[config.mk]
export PLATFORM = sky130hd
export DESIGN_NAME = stc_timer
export DESIGN_NICKNAME = d
export VERILOG_FILES = /design/src/stc_pkg.sv /design/src/stc_timer.sv
export SDC_FILE = /design/constraint.sdc
export NUM_CORES = 1
export LEC_CHECK = 0
export BUFFER_PORTS_ARGS = -buffer_cell sky130_fd_sc_hd__buf_2
export CAP_MARGIN = 20
export CORE_ASPECT_RATIO = 1.75
export CORE_MARGIN = 1.5
export CORE_UTILIZATION = 64
export CTS_CLUSTER_SIZE = 12
export DETAILED_ROUTE_END_ITERATION = 7
export PLACE_DENSITY = 0.9
export SLEW_MARGIN = 0
export SYNTH_ARGS = -nofsm -noshare
export SYNTH_HDL_FRONTEND = slang
export SYNTH_SLANG_ARGS = --single-unit
[constraint.sdc]
create_clock -name clk_in -period 9.06 [get_ports clk_in]
set_input_delay 0.906 -clock clk_in [delete_from_list [all_inputs] [get_ports clk_in]]
set_output_delay 0.906 -clock clk_in [all_outputs]
set_load 0.05 [all_outputs]
[src/stc_pkg.sv]
// package of constants and types for the sixteen-bit timer counter
// Notes on behaviour
// [RQ1] A 16-bit counter steps by one, up or down by mode, on each active timer clock edge while counting.
// [RQ2] Active counter edges come from the global tick divided by a prescale of 1, 8, 32 or 128.
// [RQ3] Reading the counter low byte copies the counter's upper byte into a holding register for later upper-byte reads.
// [RQ4] Software reads the low byte before the upper byte so both come from one sample.
// [RQ5] Any write to the counter low byte clears the whole counter, whatever the data.
// [RQ6] A nonzero counting mode starts the counter and mode 00 halts it at its present value.
// [RQ7] Free-running mode counts up from 0x0000 and after 0xFFFF loads 0x0000 on the next tick.
// [RQ8] Free-running mode sets the overflow flag when the counter reaches 0xFFFF.
// [RQ9] Modulo mode counts up to the period compare value, then loads 0x0000 on the next tick.
// [RQ10] Modulo mode sets the overflow flag when the counter reaches the period compare value.
// [RQ11] Up/down mode counts up to the period compare value, down to 0x0000, and repeats.
// [RQ12] Up/down mode sets the overflow flag on return to 0x0000, not at the upper turn.
// [RQ13] The cpu timer flag rises on overflow only with the overflow mask set; the overflow flag sets anyway.
// [RQ14] An interrupt request goes out only when both the overflow mask and the timer enable are one.
// [RQ15] Mode 00 halts, 01 free-runs, 10 modulo, 11 up/down; prescale 00..11 divide by 1, 8, 32, 128.
// [RQ16] After reset the counter is 0x0000, halted, overflow flag clear, prescale divide by one.
package stc_pkg;
   // register byte addresses
   localparam logic [7:0] ADDR_CNT_LOW = 8'h00;
   localparam logic [7:0] ADDR_CNT_HIGH = 8'h04;
   localparam logic [7:0] ADDR_CONTROL = 8'h08;
   localparam logic [7:0] ADDR_CMP_LOW = 8'h0c;
   localparam logic [7:0] ADDR_CMP_HIGH = 8'h10;
   localparam logic [7:0] ADDR_STATUS = 8'h14;
   localparam logic [7:0] ADDR_MASK = 8'h18;
   localparam logic [7:0] ADDR_IRQ_EN = 8'h1c;
   localparam logic [7:0] ADDR_TICK_SPEED = 8'h20;
   // field positions
   localparam int MODE_LSB = 0;
   localparam int DIV_LSB = 2;
   localparam int OVF_BIT = 0;
   localparam int CPU_BIT = 1;
   // counting modes
   localparam logic [1:0] MODE_HALT = 2'h0;
   localparam logic [1:0] MODE_FREE = 2'h1;
   localparam logic [1:0] MODE_MODULO = 2'h2;
   localparam logic [1:0] MODE_UPDOWN = 2'h3;
   // prescale terminal counts (divide minus one)
   localparam logic [6:0] DIV1_LAST = 7'h00;
   localparam logic [6:0] DIV8_LAST = 7'h07;
   localparam logic [6:0] DIV32_LAST = 7'h1f;
   localparam logic [6:0] DIV128_LAST = 7'h7f;
   // reset values and counter landmarks
   localparam logic [15:0] CNT_ZERO = 16'h0000;
   localparam logic [15:0] CNT_TOP = 16'hffff;
   localparam logic [15:0] CNT_ONE = 16'h0001;
   localparam logic [15:0] CMP_RESET = 16'hffff;
   localparam logic [2:0] TICK_SPEED_RESET = 3'h0;
   // bus answer states, gray ordered
   typedef enum logic [1:0] {
      STC_BUS_IDLE = 2'b00,
      STC_BUS_DONE = 2'b01
   } stc_bus_t;
endpackage

[src/stc_timer.sv]
// sixteen-bit timer counter core with apb register slave
`timescale 1ns/1ps
`default_nettype none
module stc_timer
   import stc_pkg::*;
(
   input wire logic clk_in,
   input wire logic rst_n_in,
   input wire logic psel_in,
   input wire logic penable_in,
   input wire logic pwrite_in,
   input wire logic [7:0] paddr_in,
   input wire logic [31:0] pwdata_in,
   output logic [31:0] prdata_out,
   output logic pready_out,
   output logic pslverr_out,
   output logic irq_out
);

   // whole module state
   typedef struct packed {
      stc_bus_t bus;
      logic [31:0] rdata;
      logic slverr;
      logic [15:0] count;
      logic count_down;
      logic [15:0] cmp;
      logic [7:0] cmp_low_stage;
      logic [7:0] high_hold;
      logic [1:0] mode;
      logic [1:0] div;
      logic [6:0] presc;
      logic [2:0] tick_speed;
      logic [6:0] tick_div;
      logic overflow_flag;
      logic cpu_timer_irq_flag;
      logic overflow_irq_mask;
      logic timer_irq_enable;
      logic irq;
   } stc_state_t;

   stc_state_t state_reg;
   stc_state_t state_next;

   // address decode, shared by read and write paths
   function automatic logic addr_known(input logic [7:0] a);
      case (a)
         ADDR_CNT_LOW, ADDR_CNT_HIGH, ADDR_CONTROL, ADDR_CMP_LOW, ADDR_CMP_HIGH,
         ADDR_STATUS, ADDR_MASK, ADDR_IRQ_EN, ADDR_TICK_SPEED: addr_known = 1'b1;
         default: addr_known = 1'b0;
      endcase
   endfunction

   // prescale terminal count per select code
   function automatic logic [6:0] div_last(input logic [1:0] sel);
      case (sel)
         2'h0: div_last = DIV1_LAST;
         2'h1: div_last = DIV8_LAST;
         2'h2: div_last = DIV32_LAST;
         default: div_last = DIV128_LAST;
      endcase
   endfunction

   // global tick divider terminal: 2^speed - 1
   function automatic logic [6:0] tick_last(input logic [2:0] spd);
      tick_last = 7'((8'h01 << spd) - 8'h01);
   endfunction

   logic access;
   logic wr;
   logic rd;
   logic global_tick;
   logic timer_edge;
   logic ovf_event;
   logic [15:0] cnt_step;
   logic [7:0] wbyte;

   always_comb begin
      state_next = state_reg;
      access = psel_in && penable_in && (state_reg.bus == STC_BUS_IDLE);
      wr = access && pwrite_in && addr_known(paddr_in);
      rd = access && !pwrite_in && addr_known(paddr_in);
      wbyte = pwdata_in[7:0];
      ovf_event = 1'b0;
      cnt_step = state_reg.count;

      // bus phase: one wait cycle, then pready for exactly one cycle
      if (state_reg.bus == STC_BUS_DONE) begin
         state_next.bus = STC_BUS_IDLE;
      end else if (access) begin
         state_next.bus = STC_BUS_DONE;
      end
      state_next.slverr = access && !addr_known(paddr_in);
      // read data stands only in the pready cycle, zero otherwise
      if (access || state_reg.bus == STC_BUS_DONE) begin
         state_next.rdata = 32'h0;
      end

      // global tick from the system clock, divided by 2^speed
      global_tick = (state_reg.tick_div >= tick_last(state_reg.tick_speed));
      state_next.tick_div = global_tick ? 7'h00 : state_reg.tick_div + 7'h01;

      // [RQ2] prescaler divide
      timer_edge = 1'b0;
      if (state_reg.mode != MODE_HALT && global_tick) begin
         if (state_reg.presc >= div_last(state_reg.div)) begin
            state_next.presc = 7'h00;
            timer_edge = 1'b1;
         end else begin
            state_next.presc = state_reg.presc + 7'h01;
         end
      end

      // [RQ1] [RQ6] count only on an active edge in a nonzero mode
      if (timer_edge) begin
         case (state_reg.mode)
            MODE_FREE: begin
               // [RQ7] free run wraps after top
               cnt_step = (state_reg.count == CNT_TOP) ? CNT_ZERO : state_reg.count + CNT_ONE;
               // [RQ8] flag on reaching top
               ovf_event = (cnt_step == CNT_TOP);
            end
            MODE_MODULO: begin
               // [RQ9] wrap after the period compare value
               cnt_step = (state_reg.count == state_reg.cmp) ? CNT_ZERO
                  : state_reg.count + CNT_ONE;
               // [RQ10] flag on reaching compare
               ovf_event = (cnt_step == state_reg.cmp);
            end
            MODE_UPDOWN: begin
               // [RQ11] turn at compare, turn again at zero
               if (!state_reg.count_down) begin
                  if (state_reg.count >= state_reg.cmp) begin
                     state_next.count_down = (state_reg.count != CNT_ZERO);
                     cnt_step = (state_reg.count == CNT_ZERO) ? CNT_ZERO
                        : state_reg.count - CNT_ONE;
                  end else begin
                     cnt_step = state_reg.count + CNT_ONE;
                  end
               end else begin
                  cnt_step = state_reg.count - CNT_ONE;
                  if (cnt_step == CNT_ZERO) begin
                     state_next.count_down = 1'b0;
                  end
               end
               // [RQ12] flag only on return to zero
               ovf_event = state_reg.count_down && (cnt_step == CNT_ZERO);
            end
            default: cnt_step = state_reg.count;
         endcase
         state_next.count = cnt_step;
      end

      // register reads; data captured at the edge that raises pready
      if (rd) begin
         case (paddr_in)
            ADDR_CNT_LOW: begin
               state_next.rdata = {24'h0, state_reg.count[7:0]};
               // [RQ3] latch upper byte with the low read
               state_next.high_hold = state_reg.count[15:8];
            end
            // [RQ4] upper read returns the value latched by the low read
            ADDR_CNT_HIGH: state_next.rdata = {24'h0, state_reg.high_hold};
            ADDR_CONTROL: state_next.rdata = {28'h0, state_reg.div, state_reg.mode};
            ADDR_CMP_LOW: state_next.rdata = {24'h0, state_reg.cmp[7:0]};
            ADDR_CMP_HIGH: state_next.rdata = {24'h0, state_reg.cmp[15:8]};
            ADDR_STATUS: state_next.rdata = {30'h0, state_reg.cpu_timer_irq_flag,
               state_reg.overflow_flag};
            ADDR_MASK: state_next.rdata = {31'h0, state_reg.overflow_irq_mask};
            ADDR_IRQ_EN: state_next.rdata = {31'h0, state_reg.timer_irq_enable};
            ADDR_TICK_SPEED: state_next.rdata = {29'h0, state_reg.tick_speed};
            default: state_next.rdata = 32'h0;
         endcase
      end

      // register writes
      if (wr) begin
         case (paddr_in)
            ADDR_CNT_LOW: begin
               // [RQ5] any write clears the counter
               state_next.count = CNT_ZERO;
               state_next.count_down = 1'b0;
               state_next.presc = 7'h00;
            end
            ADDR_CONTROL: begin
               // [RQ6] [RQ15] mode and prescale codes
               state_next.mode = wbyte[MODE_LSB +: 2];
               state_next.div = wbyte[DIV_LSB +: 2];
            end
            // low compare byte waits for the high byte so the pair changes at once
            ADDR_CMP_LOW: state_next.cmp_low_stage = wbyte;
            ADDR_CMP_HIGH: state_next.cmp = {wbyte, state_reg.cmp_low_stage};
            ADDR_STATUS: begin
               if (wbyte[OVF_BIT]) begin
                  state_next.overflow_flag = 1'b0;
               end
               if (wbyte[CPU_BIT]) begin
                  state_next.cpu_timer_irq_flag = 1'b0;
               end
            end
            ADDR_MASK: state_next.overflow_irq_mask = wbyte[0];
            ADDR_IRQ_EN: state_next.timer_irq_enable = wbyte[0];
            ADDR_TICK_SPEED: state_next.tick_speed = wbyte[2:0];
            default: state_next.mode = state_reg.mode;
         endcase
      end

      // [RQ13] flags set after any clear so a same-cycle event wins
      if (ovf_event) begin
         state_next.overflow_flag = 1'b1;
      end
      // unmasking with a pending overflow raises a fresh cpu flag
      if ((ovf_event || state_next.overflow_flag) && state_next.overflow_irq_mask
            && (ovf_event || !state_reg.overflow_irq_mask)) begin
         state_next.cpu_timer_irq_flag = 1'b1;
      end

      // [RQ14] request needs both mask and enable
      state_next.irq = state_next.cpu_timer_irq_flag && state_next.overflow_irq_mask
         && state_next.timer_irq_enable;
   end

   // single state register; [RQ16] reset is halted at zero, divide by one
   always_ff @(posedge clk_in or negedge rst_n_in) begin
      if (!rst_n_in) begin
         state_reg.bus <= STC_BUS_IDLE;
         state_reg.rdata <= 32'h0;
         state_reg.slverr <= 1'b0;
         state_reg.count <= CNT_ZERO;
         state_reg.count_down <= 1'b0;
         state_reg.cmp <= CMP_RESET;
         state_reg.cmp_low_stage <= 8'h00;
         state_reg.high_hold <= 8'h00;
         state_reg.mode <= MODE_HALT;
         state_reg.div <= 2'h0;
         state_reg.presc <= 7'h00;
         state_reg.tick_speed <= TICK_SPEED_RESET;
         state_reg.tick_div <= 7'h00;
         state_reg.overflow_flag <= 1'b0;
         state_reg.cpu_timer_irq_flag <= 1'b0;
         state_reg.overflow_irq_mask <= 1'b0;
         state_reg.timer_irq_enable <= 1'b0;
         state_reg.irq <= 1'b0;
      end else begin
         state_reg <= state_next;
      end
   end

   // outputs straight from state flops
   assign prdata_out = state_reg.rdata;
   assign pready_out = (state_reg.bus == STC_BUS_DONE);
   assign pslverr_out = state_reg.slverr;
   assign irq_out = state_reg.irq;

endmodule
`default_nettype wire

* After elaboration in Yosys (flattened, before gate mapping)
Index checks and enable logic that the tools add are counted.
** Storage, ports and cells
- Output and inout port bits :: 35
- Flip-flop bits (word level) :: 110
- Input bits :: 45
- Logic and storage cells :: 123
** Cells by class
- Shift operators :: 1
- Order comparisons :: 3
- Multiplexer cells :: 43
- Reduce and logical (&&, ||, !) cells :: 35
- Eq/ne operators :: 18
- Add/subtract/negate cells :: 5
** Operators with widths (number)
- $mux 16 :: 8
- $pmux 8 s9 :: 1
- $mux 32 :: 2
- $logic_not 16->1 :: 3
- $pmux 16 s3 :: 1
- $mux 41 :: 1
- $mux 7 :: 5
- $mux 17 :: 2
- $eq 16x16->1 :: 2
- $eq 16x16->1 const B :: 2
- $eq 8x5->1 const B :: 4
- $pmux 7 s3 :: 1
- $add 16x1->16 const B :: 1
- $eq 8x4->1 const B :: 2
- $ge 16x16->1 :: 1
- $reduce_bool 16->1 :: 1
- $sub 16x1->16 const B :: 1
- $add 7x1->7 const B :: 2
- $ge 7x7->1 :: 2
- $mux 1 :: 14
- $logic_and 1x1->1 :: 13
- $mux 10 :: 1
- $reduce_and 2->1 :: 5
- $reduce_or 9->1 :: 1
- 16 further kinds :: 29

* Depth between registers and ports, before layout
- Depth in word-level cells :: 20
- Depth in mapped cells :: 13
- Depth with buffers taken out :: 10

* Least setup slack after synthesis
Ideal clock, no wire load.
- Kind :: register -> register
- From :: reg state_reg[59] (netlist bit)
- To :: reg state_reg[61] (netlist bit)
- Required time :: 8.982 ns
- Clock period less this slack :: 3.278 ns
- Stages on the path, launching flop included :: 12
- Arrival :: 3.200 ns
- Buffers on the path :: 1
- Setup time :: 0.078 ns
- Path slack :: 5.782 ns
- Cell sequence :: dfrtp_1 clkbuf_1 inv_1 ha_1 nand2b_1 a2111o_1 a32o_1 nor3_1 mux2_2 a221oi_1 o21ai_0 a21oi_1
** RTL lines
- start: declaration :: RTL line stc_timer.sv:42 : stc_state_t state_reg;
- start signal: assignment :: RTL line stc_timer.sv:245 : state_reg <= state_next;

==> metrics <==
initial antenna violation count=0; multi-input logic area=0.003974 mm^2; Syn Area/Cell=8.681 um^2; Clock Power Share=0.383; final worst setup slack=4.576 ns; Final Setup Violations=0; Synth top area share=0.2624; Int Pwr=0.0006344 W; post-route ant nets=0; Clock H-tree levels=3; unrepaired setup endpoints after global routing=no; # IOs=80; I/O Buffers=31; share of cells above drive strength 1=0.1557; WP data required=9.31 ns; critical path peak fanout=18; Reg-to-Reg End=state_reg[3]$_DFF_PN0_; vias post-DR=6117; Power Density=133.6 mW/mm^2; CTS resizes=0; Worst Tran Pin Value=0.9513 ns; Bufs on Longest Clock Path=2; # rows=48; crit path DAT=4.73 ns; number of remaining DRC errors=0; # diodes=0; Synth area leader=dfrtp_1; Yosys cell types=81; Synth top cells by count=dfrtp_1, nor2_1, nand2_1; crit end category=flip-flop; M3 GR Usage=0.07667; CP Cell Sequence=inv_1 > ha_1 > nand2b_1 > a2111o_1 > a32o_1 > or3_1 > a311oi_1 > a41oi_2 > a22oi_1; Placer Congestion=1.056; register share of total power=0.432; vias in the first global route=6064; area grow syn2layout=4.963%; switching power=0.0002883 W; CTS tree=yes; sw frac=0.3124; # nets final=834; clock tree sinks=85; Final Hold Fails=0; GRT busiest layer=met2; worst r2r src=state_reg[59]$_DFF_PN0_; ranking of synthesized cells by area=dfrtp_1, ha_1, dfstp_2; cts bufs inserted=9; area of the die=0.01092 mm^2; worst-case reg-to-reg path depth=9; vias per inst=6.928; Worst VDD drop=94.18 uV; EDFF count, synth=0; leakage=3.008 nW; r2r setup slk=4.58 ns; Overflow after GRT=0; final core utilization=0.6970; First-pass DRT Iterations=7; most used flip-flop cell after synthesis=dfrtp_1; FMAX=223.0 MHz; post-route minimum period=4.484 ns; Synth Register Bits=85; Critical path destination=state_reg[3]$_DFF_PN0_; initial core utilization=0.6640; GR met2 Demand/Resource=0.6502; Clock Pin Slew Worst Setup and Hold Paths=0.07 ns; Max-Cap Viols=0; crit path max-delay cell type=a311oi_1; cell with the most instances after synthesis=dfrtp_1; max FFs per register=75; pre-CTS WS=4.762 ns; critical path's largest stage delay=0.81 ns; largest net degree at the start of global routing=86; setup TNS=0 ns; run status=finished, final reports clean; die width=79.65 um; Setup CP Type=flip-flop to flip-flop; max-slew violation count=0; Total Routed Length=20.35 mm; cells after synthesis=758; Logic pwr share=0.184; Final Skew=0.008946 ns; DR iter-0 viols=512; Fillers=752; sequential fraction of the synthesis area=0.3263; CP Launch Type=flip-flop; ys async rst share=1.000; first-pass GRT wire length=31.37 mm; dpl hpwl=14.57 mm; Die Y=137.1 um; post-synthesis cell area=0.006580 mm^2; YS warnings=0; Slew headroom=0.3568; CTS root buf=clkbuf_16; period utilisation layout=0.4950; Worst Setup SP=state_reg[59]$_DFF_PN0_; register area=0.002147 mm^2; HP Class=input pin to async pin; CORE AREA=0.009910 mm^2; GRT Overall Usage=0.3866; met1 usage=0.3999; Setup Fix Bufs, Post-CTS=0; Avg WL per Cell=23.04 um; cts hold-fix bufs=0; worst skew pair latency=0.35 ns
[power by group through the flow]
stage | Clock, W | Combinational (W) | Sequential (W)
after global routing | 0.000370 | 0.000184 | 0.000399
after CTS | 0.000354 | 0.000165 | 0.000398
after global placement | 0 | 0.000159 | 0.000404
final | 0.000354 | 0.000170 | 0.000399
after detailed placement | 0 | 0.000163 | 0.000405
after floorplan | 0 | 0.000133 | 0.000398
[final cells by class]
type | instances | area share
tap | 125 | 0.02264
timing repair buffer | 40 | 0.03551
multi-input combinational | 589 | 0.5754
inverter | 28 | 0.01522
clock inverter | 4 | 0.004710
clock buffer | 12 | 0.03569
sequential | 85 | 0.3109
[critical path: cells and delay by family, from the launching register on]
kind                     cells  cell delay, ns
flip-flops                   1            0.76
AO/OA/AOI/OAI                5            2.07
buffers and inverters        1            0.33
adder cells (fa/ha/maj)      1            0.37
AND/OR/NAND/NOR              2            0.85
[per-stage QoR]
| stage | hold WS, ns | instances | instance area, um^2 | power (W) |
|---|---|---|---|---|
| 3_5_place_dp | 0.4699 | 866 | 6600 | 0.0005681 |
| 3_3_place_gp | 0.4616 | 866 | 6600 | 0.0005627 |
| 4_1_cts | 0.4891 | 882 | 6879 | 0.0009165 |
| 2_1_floorplan | 0.4462 | 781 | 6666 | 0.0005309 |
| 6_report | 0.4353 | 883 | 6907 | 0.0009227 |
| 5_1_grt | 0.4500 | 883 | 6907 | 0.0009529 |
[routing by layer]
metal  share of wire  wire length (um)  up-vias
li1                -                 -     2716
met1            0.33              6789     2907
met2            0.49             10040      348
met3           0.072              1455      146
met4            0.10              2057        0
met5               0                 0        -
[placed cells by master (no fill, tap or decap), types with 6 or more instances in the layout]
| master | instances |
|---|---|
| mux2_2 | 26 |
| dfstp_2 | 16 |
| nor4_1 | 15 |
| clkbuf_16 | 9 |
| buf_2 | 30 |
| a211oi_1 | 13 |
| a21oi_1 | 34 |
| or3_1 | 12 |
| inv_1 | 28 |
| nand2b_1 | 8 |
| a22o_1 | 8 |
| nand4_1 | 16 |
| nand3_1 | 20 |
| ha_1 | 36 |
| or2_2 | 8 |
| o21ai_0 | 52 |
| buf_4 | 9 |
| a31oi_1 | 9 |
| xor2_1 | 17 |
| dfrtp_1 | 69 |
| o22ai_1 | 8 |
| conb_1 | 24 |
| mux2i_1 | 17 |
| nor2_1 | 64 |
| nand2_1 | 59 |
| nor3_1 | 24 |
| and3_1 | 6 |
| xnor2_1 | 23 |
[cell families (layout without fill, tap and decap cells)]
| group | Yosys count | in the layout | synth area share |
|---|---|---|---|
| buffers and inverters | 107 | 84 | 0.08366 |
| DFF | 85 | 85 | 0.3263 |
| xor gates and xnor gates | 41 | 41 | 0.05666 |
| AOI/OAI and AO/OA | 181 | 181 | 0.1841 |
| muxes | 44 | 44 | 0.07378 |
| and+or+nand+nor | 263 | 263 | 0.2065 |
| other | 1 | 24 | 0.0005699 |
| adders and majority gates | 36 | 36 | 0.06845 |
[worst min-delay path by stage]
stage	end	slack, ns	cells past startpoint
2_1_floorplan	state_reg[5]$_DFF_PN0_	0.45	1
3_3_place_gp	state_reg[45]$_DFFE_PN1P_	0.46	2
3_5_place_dp	state_reg[43]$_DFFE_PN1P_	0.47	2
4_1_cts	state_reg[44]$_DFFE_PN1P_	0.49	2
5_1_grt	state_reg[40]$_DFFE_PN0P_	0.45	1
6_report	state_reg[40]$_DFFE_PN0P_	0.44	1
(Power assumes the default switching activity.)
